## src/adfw_pkg.sv

```systemverilog
/*
 * Constants for the alternate divider and frequency word register block:
 * register addresses, field positions, reset values and divider decoding.
 * Assumes byte-wide registers reached by a byte address from the serial engine.
 */
package adfw_pkg;

    // ==========================================================
    // register addresses
    localparam logic [7:0] ADDR_HS_N1HI   = 8'h0D;
    localparam logic [7:0] ADDR_N1LO_WTOP = 8'h0E;
    localparam logic [7:0] ADDR_W31_24    = 8'h0F;
    localparam logic [7:0] ADDR_W23_16    = 8'h10;

    // ==========================================================
    // field positions
    localparam int HS_MSB   = 7;
    localparam int HS_LSB   = 5;
    localparam int N1HI_MSB = 4;
    localparam int N1HI_LSB = 0;
    localparam int N1LO_MSB = 7;
    localparam int N1LO_LSB = 6;
    localparam int WTOP_MSB = 5;
    localparam int WTOP_LSB = 0;

    // ==========================================================
    // reset values
    localparam logic [7:0] REG_RST    = 8'h00;
    localparam logic [7:0] RATIO_NONE = 8'h00;
    localparam logic [7:0] ACT_HS_RST = 8'h04;
    localparam logic [7:0] ACT_N1_RST = 8'h01;
    localparam logic [21:0] ACT_WORD_RST = 22'h000000;
    localparam logic [7:0] RDATA_NONE = 8'h00;

    // ==========================================================
    // divider decoding
    function automatic logic [7:0] hs_ratio(input logic [2:0] code);
        logic [7:0] r;
        r = RATIO_NONE;
        case (code)
            3'h0: r = 8'h04;
            3'h1: r = 8'h05;
            3'h2: r = 8'h06;
            3'h3: r = 8'h07;
            3'h5: r = 8'h09;
            3'h7: r = 8'h0B;
            default: r = RATIO_NONE;
        endcase
        return r;
    endfunction

    // code is ratio minus one; odd ratios above one round up to even
    function automatic logic [7:0] n1_ratio(input logic [6:0] code);
        logic [7:0] r;
        r = {1'b0, code} + 8'h01;
        if (r[0] && (r != 8'h01)) begin
            r = r + 8'h01;
        end
        return r;
    endfunction

endpackage

```

## src/adfw_div_if.sv

```systemverilog
/*
 * Ratio and tick bundle between the register block and one divider stage.
 * Assumes both ends run on sys_clk.
 */
`timescale 1ns/10ps
interface adfw_div_if #(
    parameter int W = 8
);
    logic [W-1:0] ratio;
    logic         in_tick;
    logic         out_tick;

    modport div (input ratio, input in_tick, output out_tick);
    modport ctl (output ratio, output in_tick, input out_tick);
endinterface

```

## src/adfw_divider.sv

```systemverilog
/*
 * One counting divider stage: emits one tick for every ratio input ticks.
 * Assumes the ratio is held steady by the controller between applies.
 */
`timescale 1ns/10ps
module adfw_divider #(
    parameter int W = 8
) (
    input  wire logic sys_clk,   // system clock
    input  wire logic sys_rst,   // synchronous reset, high
    adfw_div_if.div   dv         // ratio in, ticks in and out
);

    // ==========================================================
    // counter
    logic [W-1:0] cnt_q;
    logic [W-1:0] cnt_d;
    logic         out_q;
    wire  [W:0]   cnt_inc = {1'b0, cnt_q} + {{W{1'b0}}, 1'b1};
    wire          last    = (cnt_inc >= {1'b0, dv.ratio});
    wire          wrap    = dv.in_tick && last;

    assign cnt_d       = !dv.in_tick ? cnt_q : (last ? '0 : cnt_inc[W-1:0]);
    assign dv.out_tick = out_q;

    always_ff @(posedge sys_clk) begin
        if (sys_rst) begin
            cnt_q <= '0;
            out_q <= 1'b0;
        end else begin
            cnt_q <= cnt_d;
            out_q <= wrap;
        end
    end
endmodule

```

## src/adfw_regs.sv

```systemverilog
/*
 * Alternate divider and frequency word registers with the divider chain they
 * steer. Shadow registers take host writes; the active settings load only when
 * an apply is pending and the oscillator hold is released.
 * Assumes a serial engine on sys_clk that gives byte address, read and write
 * strobes, and a control register outside that gives the hold level and the
 * apply set pulse.
 */
`timescale 1ns/10ps

// Notes on behaviour
// - High-speed divider counts oscillator ticks; codes give 4,5,6,7,9,11; two unused.
// - Output divider code: top five bits in first register, low two in next.
// - Odd output ratios above one are rounded up to the next even ratio.
// - Output divider code is ratio minus one: zero gives one, all ones 128.
// - Frequency word top six bits sit low in second register, next bytes below.
// - Host holds the oscillator before changing configuration; active settings stay frozen.
// - Host sets apply flag; device clears it itself once settings are applied.
module adfw_regs (
    input  wire logic        sys_clk,                          // system clock
    input  wire logic        sys_rst,                          // sync reset, high
    input  wire logic [7:0]  reg_addr,                         // register byte address
    input  wire logic        reg_wr,                           // write strobe
    input  wire logic [7:0]  reg_wdata,                        // write data
    input  wire logic        reg_rd,                           // read strobe
    output logic      [7:0]  reg_rdata,                        // read data, next cycle
    input  wire logic        oscillator_hold,                  // hold level
    input  wire logic        apply_new_config_set,             // apply request pulse
    output logic             apply_new_config,                 // apply pending flag
    input  wire logic        controlled_oscillator_tick,       // oscillator tick
    output logic      [7:0]  alt_high_speed_ratio,             // active hs ratio
    output logic      [7:0]  alt_output_ratio,                 // active output ratio
    output logic      [21:0] alt_reference_frequency_word_top, // active word 37:16
    output logic             hs_clock_tick,                    // hs divider tick
    output logic             output_clock                      // output divider tick
);

    // ==========================================================
    // shadow registers
    logic [7:0] alt_hs_div_and_out_div_high_q;
    logic [7:0] alt_out_div_low_and_freq_word_top_q;
    logic [7:0] alt_freq_word_byte_31_24_q;
    logic [7:0] alt_freq_word_byte_23_16_q;
    logic [7:0] rdata_q;

    wire sel_div_high = (reg_addr == adfw_pkg::ADDR_HS_N1HI);
    wire sel_div_low  = (reg_addr == adfw_pkg::ADDR_N1LO_WTOP);
    wire sel_word_hi  = (reg_addr == adfw_pkg::ADDR_W31_24);
    wire sel_word_lo  = (reg_addr == adfw_pkg::ADDR_W23_16);

    always_ff @(posedge sys_clk) begin
        if (sys_rst) begin
            alt_hs_div_and_out_div_high_q       <= adfw_pkg::REG_RST;
            alt_out_div_low_and_freq_word_top_q <= adfw_pkg::REG_RST;
            alt_freq_word_byte_31_24_q          <= adfw_pkg::REG_RST;
            alt_freq_word_byte_23_16_q          <= adfw_pkg::REG_RST;
        end else if (reg_wr) begin
            if (sel_div_high) begin
                alt_hs_div_and_out_div_high_q <= reg_wdata;
            end
            if (sel_div_low) begin
                alt_out_div_low_and_freq_word_top_q <= reg_wdata;
            end
            if (sel_word_hi) begin
                alt_freq_word_byte_31_24_q <= reg_wdata;
            end
            if (sel_word_lo) begin
                alt_freq_word_byte_23_16_q <= reg_wdata;
            end
        end
    end

    // ==========================================================
    // field extraction and decode
    wire [2:0]  hs_code = alt_hs_div_and_out_div_high_q[adfw_pkg::HS_MSB:adfw_pkg::HS_LSB];
    wire [4:0]  od_hi   = alt_hs_div_and_out_div_high_q[adfw_pkg::N1HI_MSB:
                                                        adfw_pkg::N1HI_LSB];
    wire [1:0]  od_lo   = alt_out_div_low_and_freq_word_top_q[adfw_pkg::N1LO_MSB:
                                                              adfw_pkg::N1LO_LSB];
    wire [5:0]  wtop    = alt_out_div_low_and_freq_word_top_q[adfw_pkg::WTOP_MSB:
                                                              adfw_pkg::WTOP_LSB];
    wire [6:0]  n1_code = {od_hi, od_lo};
    wire [21:0] word_sh = {wtop, alt_freq_word_byte_31_24_q, alt_freq_word_byte_23_16_q};
    wire [7:0]  hs_dec  = adfw_pkg::hs_ratio(hs_code);
    wire [7:0]  n1_dec  = adfw_pkg::n1_ratio(n1_code);
    wire        hs_ok   = (hs_dec != adfw_pkg::RATIO_NONE);

    wire [7:0] rd_mux = sel_div_high ? alt_hs_div_and_out_div_high_q :
                        sel_div_low  ? alt_out_div_low_and_freq_word_top_q :
                        sel_word_hi  ? alt_freq_word_byte_31_24_q :
                        sel_word_lo  ? alt_freq_word_byte_23_16_q : adfw_pkg::RDATA_NONE;

    always_ff @(posedge sys_clk) begin
        if (sys_rst) begin
            rdata_q <= adfw_pkg::RDATA_NONE;
        end else if (reg_rd) begin
            rdata_q <= rd_mux;
        end
    end
    assign reg_rdata = rdata_q;

    // ==========================================================
    // apply handshake and active settings
    logic        pend_q;
    logic [7:0]  act_hs_q;
    logic [7:0]  act_n1_q;
    logic [21:0] act_word_q;

    wire do_apply = pend_q && !oscillator_hold;
    // a new request in the apply cycle keeps the flag set
    wire pend_d   = apply_new_config_set || (pend_q && !do_apply);

    always_ff @(posedge sys_clk) begin
        if (sys_rst) begin
            pend_q <= 1'b0;
        end else begin
            pend_q <= pend_d;
        end
    end

    always_ff @(posedge sys_clk) begin
        if (sys_rst) begin
            act_hs_q   <= adfw_pkg::ACT_HS_RST;
            act_n1_q   <= adfw_pkg::ACT_N1_RST;
            act_word_q <= adfw_pkg::ACT_WORD_RST;
        end else if (do_apply) begin
            // an unused hs code keeps the previous ratio
            act_hs_q   <= hs_ok ? hs_dec : act_hs_q;
            act_n1_q   <= n1_dec;
            act_word_q <= word_sh;
        end
    end

    assign apply_new_config                = pend_q;
    assign alt_high_speed_ratio            = act_hs_q;
    assign alt_output_ratio                = act_n1_q;
    assign alt_reference_frequency_word_top = act_word_q;

    // ==========================================================
    // divider chain
    adfw_div_if #(.W(8)) hs_if ();
    adfw_div_if #(.W(8)) n1_if ();

    assign hs_if.ratio   = act_hs_q;
    assign hs_if.in_tick = controlled_oscillator_tick;
    assign n1_if.ratio   = act_n1_q;
    assign n1_if.in_tick = hs_if.out_tick;
    assign hs_clock_tick = hs_if.out_tick;
    assign output_clock  = n1_if.out_tick;

    adfw_divider #(.W(8)) u_hs_div (
        .sys_clk (sys_clk),
        .sys_rst (sys_rst),
        .dv      (hs_if)
    );

    adfw_divider #(.W(8)) u_n1_div (
        .sys_clk (sys_clk),
        .sys_rst (sys_rst),
        .dv      (n1_if)
    );
endmodule

```

## config.mk

```make
export PLATFORM = sky130hd
export DESIGN_NAME = adfw_regs
export DESIGN_NICKNAME = d
export VERILOG_FILES = /design/src/adfw_pkg.sv /design/src/adfw_div_if.sv /design/src/adfw_divider.sv /design/src/adfw_regs.sv
export SDC_FILE = /design/constraint.sdc
export NUM_CORES = 1
export LEC_CHECK = 0
export BUFFER_PORTS_ARGS = -buffer_cell sky130_fd_sc_hd__buf_4
export CAP_MARGIN = 25
export CELL_PAD_IN_SITES_DETAIL_PLACEMENT = 1
export CELL_PAD_IN_SITES_GLOBAL_PLACEMENT = 2
export CORE_ASPECT_RATIO = 0.6
export CORE_MARGIN = 8
export CORE_UTILIZATION = 30
export CTS_CLUSTER_SIZE = 20
export DETAILED_ROUTE_END_ITERATION = 10
export PLACE_DENSITY_LB_ADDON = 0.1
export SYNTH_ARGS = -nofsm -noshare
export SYNTH_HDL_FRONTEND = slang
export SYNTH_SLANG_ARGS = --single-unit
```

## constraint.sdc

```tcl
create_clock -name sys_clk -period 2.2 [get_ports sys_clk]
set_input_delay 0.11 -clock sys_clk [delete_from_list [all_inputs] [get_ports sys_clk]]
set_output_delay 0.11 -clock sys_clk [all_outputs]
set_load 0.02 [all_outputs]
```

; ---- Word-level counts from Yosys, hierarchy flattened
; Index checks and enable logic that the tools add are counted.
[op_classes]
add_sub_neg = 4
n_mul = 0
n_div = 0
order_cmp = 2
n_eq_ne = 10
n_shift = 0
muxes = 8
bitwise = 0
reduce_logical = 15
[op_table]
columns = operator, count
row1 = $mux W8, 7
row2 = $eq A8 B4 Y1 const B, 3
row3 = $pmux W4 S6, 1
row4 = $add A8 B1 Y9 const B, 2
row5 = $ge A9 B8 Y1, 2
row6 = $reduce_and A2 Y1, 5
row7 = $add A7 B1 Y8 const B, 1
row8 = $add A8 B1 Y8 const B, 1
row9 = $eq A8 B5 Y1 const B, 1
row10 = $ne A8 B1 Y1 const B, 1
row11 = $reduce_bool A8 Y1, 1
row12 = $eq A3 B2 Y1 const B, 2
row13 = $eq A3 B3 Y1 const B, 2
row14 = $logic_and A1 B1 Y1, 5
row15 = $eq A3 B1 Y1 const B, 1
row16 = $logic_not A3 Y1, 1
row17 = $logic_not A1 Y1, 2
row18 = $logic_or A1 B1 Y1, 1
[totals]
ff_bits = 97
latch_bits = 0
ram_bits = 0
romBits = 0
inputBits = 23
out_inout_bits = 49
word_cells = 52
mem_count = 0

; ---- Depth between registers and ports, before layout
[logic_depth]
ltp_word = 5
ltp_mapped = 10
depth_no_buf = 10

; ---- Modules after synthesis
; Synthesis repeated with hierarchy kept, for this count alone.
[hier_totals]
hier_cells = 562
hier_area_um2 = 4683.2
[by_module_without_submodules]
columns = module, n_inst, cells_per_inst, area_each_um2, seq_area_each_um2
row1 = adfw_regs, 1, 396, 3313.2, 1501.4
row2 = adfw_divider at u_n1_div, 1, 83, 705.7, 180.2
row3 = adfw_divider at u_hs_div, 1, 83, 664.4, 180.2

; ---- Least setup slack after synthesis
; No wires, ideal clock.
[synth_timing]
kind = reg-to-reg
startpoint = register u_n1_div.cnt_q[0]
endpoint = register u_n1_div.out_q, in the netlist u_n1_div.dv.out_tick
setup_time_ns = 0.116
t_arrival_ns = 2.237
required_ns = 2.084
slack_ns = -0.153
stages_incl_launch_ff = 11
n_path_buf = 0
period_less_slack_ns = 2.353
cell_sequence = dfxtp_1 -> ha_1 -> nand3_1 -> nor2_1 -> xor2_1 -> ha_1 -> a21oi_1 -> o21ai_0 -> a21oi_1 -> nor2_1 -> o211a_1
[synth_via]
elab_chain_cells = 3
[synth_lines]
columns = element, line_no
row1 = from (decl), adfw_divider.sv:16  ; logic [W-1:0] cnt_q;
row2 = from (signal assigned), adfw_divider.sv:31  ; cnt_q <= cnt_d;
row3 = $add A8 B1 Y9, adfw_divider.sv:19  ; wire [W:0] cnt_inc = {1'b0, cnt_q} + {{W{1'b0}}, 1'b1};
row4 = $ge A9 B8 Y1, adfw_divider.sv:20  ; wire last = (cnt_inc >= {1'b0, dv.ratio});
row5 = $logic_and A1 B1 Y1, adfw_divider.sv:21  ; wire wrap = dv.in_tick && last;
row6 = to (signal assigned), adfw_divider.sv:32  ; out_q <= wrap;
row7 = to (decl), adfw_divider.sv:18  ; logic out_q;
; Every way passes these cells.
; A chain may end at the register's enable or synchronous reset.

; ---- Worst setup path in the final report
[layout_timing]
startpoint = register u_n1_div.cnt_q[0]
endpoint = register u_n1_div.cnt_q[1]
[layout_via]
elab_chain_cells = 3
[layout_lines]
columns = element, line_no
row1 = $add A8 B1 Y9 *, adfw_divider.sv:19
row2 = $ge A9 B8 Y1, adfw_divider.sv:20
row3 = $mux W8 *, adfw_divider.sv:23  ; assign cnt_d = !dv.in_tick ? cnt_q : (last ? '0 : cnt_inc[W-1:0]);
; Every way passes the cells marked *; elsewhere a longest branch is shown, timed or not.

==> impl_metrics.tcl <==
set metrics [dict create \
    worst_pin_slew_ns 0.650 \
    fill_cells 1735 \
    ys_types 58 \
    arrival_ns 2.34 \
    grt_antenna_before_repair 0 \
    slowest_stage "dfxtp_4" \
    crit_path_max_incr_delay_ns 0.39 \
    wl_met1_um 8430 \
    synth-async-reset-ratio_pct 0 \
    dr_wl_met2_um 5540 \
    ys.flop_type "dfxtp_1" \
    clk_latency_ns 0.34 \
    cp-end-kind "register" \
    cts_buffers 9 \
    seq_area_frac_synth_pct 41.3 \
    power_density_nw_per_um2 628 \
    syn_area_um2 4510 \
    clock_sinks 93 \
    n_antenna_cell 0 \
    period_share_pct 96.6 \
    cts-root-buf "clkbuf_16" \
    setup_ws_ns 0.0756 \
    reg2reg_to "u_n1_div.cnt_q[1]$_SDFFE_PP0P_" \
    dp.final_hpwl_um 11300 \
    wl_per_cell_um 18.0 \
    relSlewSlack_pct 56.5 \
    initial_core_util_pct 30.9 \
    core_um2 14600 \
    fin_nets 663 \
    die_h_um 111 \
    portBuffers 67 \
    final_hold_viol_count 0 \
    avgSynthCellArea_um2 8.19 \
    fmax_mhz 471 \
    syn2layout_area_growth_pct 26.2 \
    io_pins 72 \
    worstSetupPathType "reg2reg" \
    status "finished, final reports clean" \
    grt_pass1_vias 4223 \
    period_minus_slack_ns 2.12 \
    final_layout_size_suffix_gt1_share_pct 23.0 \
    vdd_ir_drop_max_mv 0.342 \
    min_delay_worst_endpoint "apply_new_config$_SDFF_PP0_" \
    cp_max_fo 6 \
    drc 0 \
    hold_path_class "in2reg" \
    drv_slew 0 \
    utilization_pct 39.0 \
    wl_um 14900 \
    die-area_um2 19300 \
    gp_congestion 0.823 \
    startpoint_type "register" \
    worst-r2r-cell-count 8 \
    setup_viol 0 \
    regArea_um2 1870 \
    clockBufferDepth 2 \
    yosysWarnings 0 \
    clk_pin_slew_ns 0.07 \
    grt_usage_pct 15.2 \
    vias 4162 \
    via_per_inst 5.04 \
    antenna_left 0 \
    place_ws_ns -0.0796 \
    hold_ws_ns 0.0144 \
    path_cells "and3_1, nand3_1, o21a_1, or2_2, ha_4, clkinvlp_4, o211ai_1, a21oi_1" \
    htreeDepth 3 \
    hold_path_depth 3 \
    grt_overflow_total 0 \
    multi_input_area_um2 2470 \
    drt-initial-drc-count 279 \
    clock_skew_ns 0.0122 \
    r2r_slack_ns 0.08 \
    grt_pass1_wl_um 23700 \
    synth_edf_count 0 \
    wl_met3_um 810 \
    netlist_instances 551 \
    cts_tree "built" \
    hold_start "oscillator_hold" \
    cap_viol_max_count 0 \
    top_layer_used "met4" \
    grt_max_degree 46 \
    rows 34 \
    p_leak_nw 2.10 \
    ys_seq_elements 93 \
    r2r-start "u_n1_div.cnt_q[0]$_SDFFE_PP0P_" \
    grt_setup_unrepaired "false" \
    die_w_um 174 \
    cp_data_required_time_ns 2.42 \
    dr.pass1.iters 5 \
]
[worst max-delay path, delay by kind of cell, from the launching register on]
| kind | cells | cell delay, ns |
|---|---|---|
| compound gates | 3 | 0.55 |
| fa+ha+maj | 1 | 0.30 |
| buf+inv | 1 | 0.15 |
| flops | 1 | 0.39 |
| simple gates | 3 | 0.62 |
[what timing repair did]
item                       4_1_cts  5_1_grt
pin swaps                        1        2
gates resized for setup          3       20
hold endpoints to repair         1        0
setup endpoints to repair        9       12
hold buffers                     1        0
buffers inserted                 1        0
gates cloned                     0        1
[cells in the mapped netlist (8+ instances only)]
cell / n / area share [%]
nor2_1: 23 / 1.9
nand3_1: 43 / 4.8
xnor2_1: 11 / 2.1
inv_1: 17 / 1.4
ha_1: 18 / 5.0
nand2b_1: 8 / 1.1
dfxtp_1: 93 / 41
o21ai_0: 15 / 1.7
o22ai_1: 10 / 1.4
a21oi_1: 68 / 7.5
clkbuf_1: 22 / 1.8
nand2_1: 100 / 8.3
mux2i_1: 8 / 1.8
and2_1: 8 / 1.1
nor3_1: 9 / 1.0
[kinds of logic (layout without fill, tap and decap cells)]
group,Yosys count,in the layout,synth area share (%)
AOI/OAI and AO/OA,124,124,16.5
other,1,4,0.0831
buffers and inverters,57,130,5.74
muxes,11,11,2.52
adders and majority gates,18,18,4.99
DFF,93,93,41.3
xor gates and xnor gates,17,17,3.61
and+or+nand+nor,230,230,25.3
[metrics by stage]
step	total power [mW]	setup TNS (ns)	std cells	cell area (µm²)
floorplan	1.90	0	554	4530
global placement	2.00	0	806	5290
finish	3.58	0	825	5690
detailed placement	2.01	-0.413	806	5290
CTS	3.62	0	824	5620
global route	3.72	0	825	5690
[sequential cells by signal, summed over array words and instances, names as in the netlist]
name,cells
alt_freq_word_byte_23_16_q,8
alt_freq_word_byte_31_24_q,8
alt_high_speed_ratio,4
alt_hs_div_and_out_div_high_q,8
alt_out_div_low_and_freq_word_top_q,8
alt_output_ratio,8
alt_reference_frequency_word_top,22
apply_new_config,1
reg_rdata,8
u_hs_div.cnt_q,8
u_hs_div.dv.out_tick,1
u_n1_div.cnt_q,8
u_n1_div.dv.out_tick,1
[placed cells by master, fill, tap and decap left out, types with 3 or more instances in the layout]
cell	count
dfxtp_1	87
ha_1	15
a311oi_1	4
conb_1	4
a31oi_1	3
xor2_1	5
nor3_1	9
buf_4	93
nand2b_1	8
o22ai_1	9
and2_1	8
nand4_1	5
nand2_1	100
a22oi_1	4
mux2i_1	8
inv_1	17
o21ai_0	14
nor3_2	3
and3_1	4
a21oi_1	66
xnor2_1	11
clkbuf_16	9
nor4b_1	3
dfxtp_2	5
mux2_2	3
clkinvlp_4	3
nor2_1	22
nor2b_1	4
nand3_1	42
o211ai_1	4
[routing by layer]
layer | up-vias | global-route usage (%)
li1 | 2051 | -
met5 | - | 0
met1 | 2005 | 24.2
met3 | 5 | 4.12
met4 | 0 | 2.72
met2 | 101 | 19.3
[worst max-delay path by stage]
| stage | start | end | cells after the start |
|---|---|---|---|
| final | u_n1_div.cnt_q[0]$_SDFFE_PP0P_ | u_n1_div.cnt_q[1]$_SDFFE_PP0P_ | 8 |
| after global routing | u_n1_div.cnt_q[4]$_SDFFE_PP0P_ | u_n1_div.cnt_q[1]$_SDFFE_PP0P_ | 11 |
| after CTS | u_n1_div.cnt_q[3]$_SDFFE_PP0P_ | u_n1_div.cnt_q[1]$_SDFFE_PP0P_ | 7 |
| after detailed placement | u_n1_div.cnt_q[0]$_SDFFE_PP0P_ | u_n1_div.cnt_q[6]$_SDFFE_PP0P_ | 11 |
| after global placement | u_n1_div.cnt_q[0]$_SDFFE_PP0P_ | u_n1_div.cnt_q[6]$_SDFFE_PP0P_ | 11 |
| after floorplan | u_n1_div.cnt_q[0]$_SDFFE_PP0P_ | u_n1_div.dv.out_tick$_SDFF_PP0_ | 10 |
[area by class of cell]
class                   instances  share of cell area [%]
multi-input cells             404                    43.4
flip-flops and latches         93                    32.9
repair buffers                 95                    12.6
well taps                     198                    4.35
clock buffers                  11                    4.26
inverters                      18                    1.25
clock inverters                 5                    1.05
repair inverters                1                   0.132
[report_power, final]
group	leakage [nW]	total [mW]	internal [mW]	switching, mW
logic	1.20	0.265	0.0945	0.171
registers	0.755	1.71	1.70	0.0134
clock network	0.146	1.60	0.916	0.686
Power figures use the tool's default switching activity.
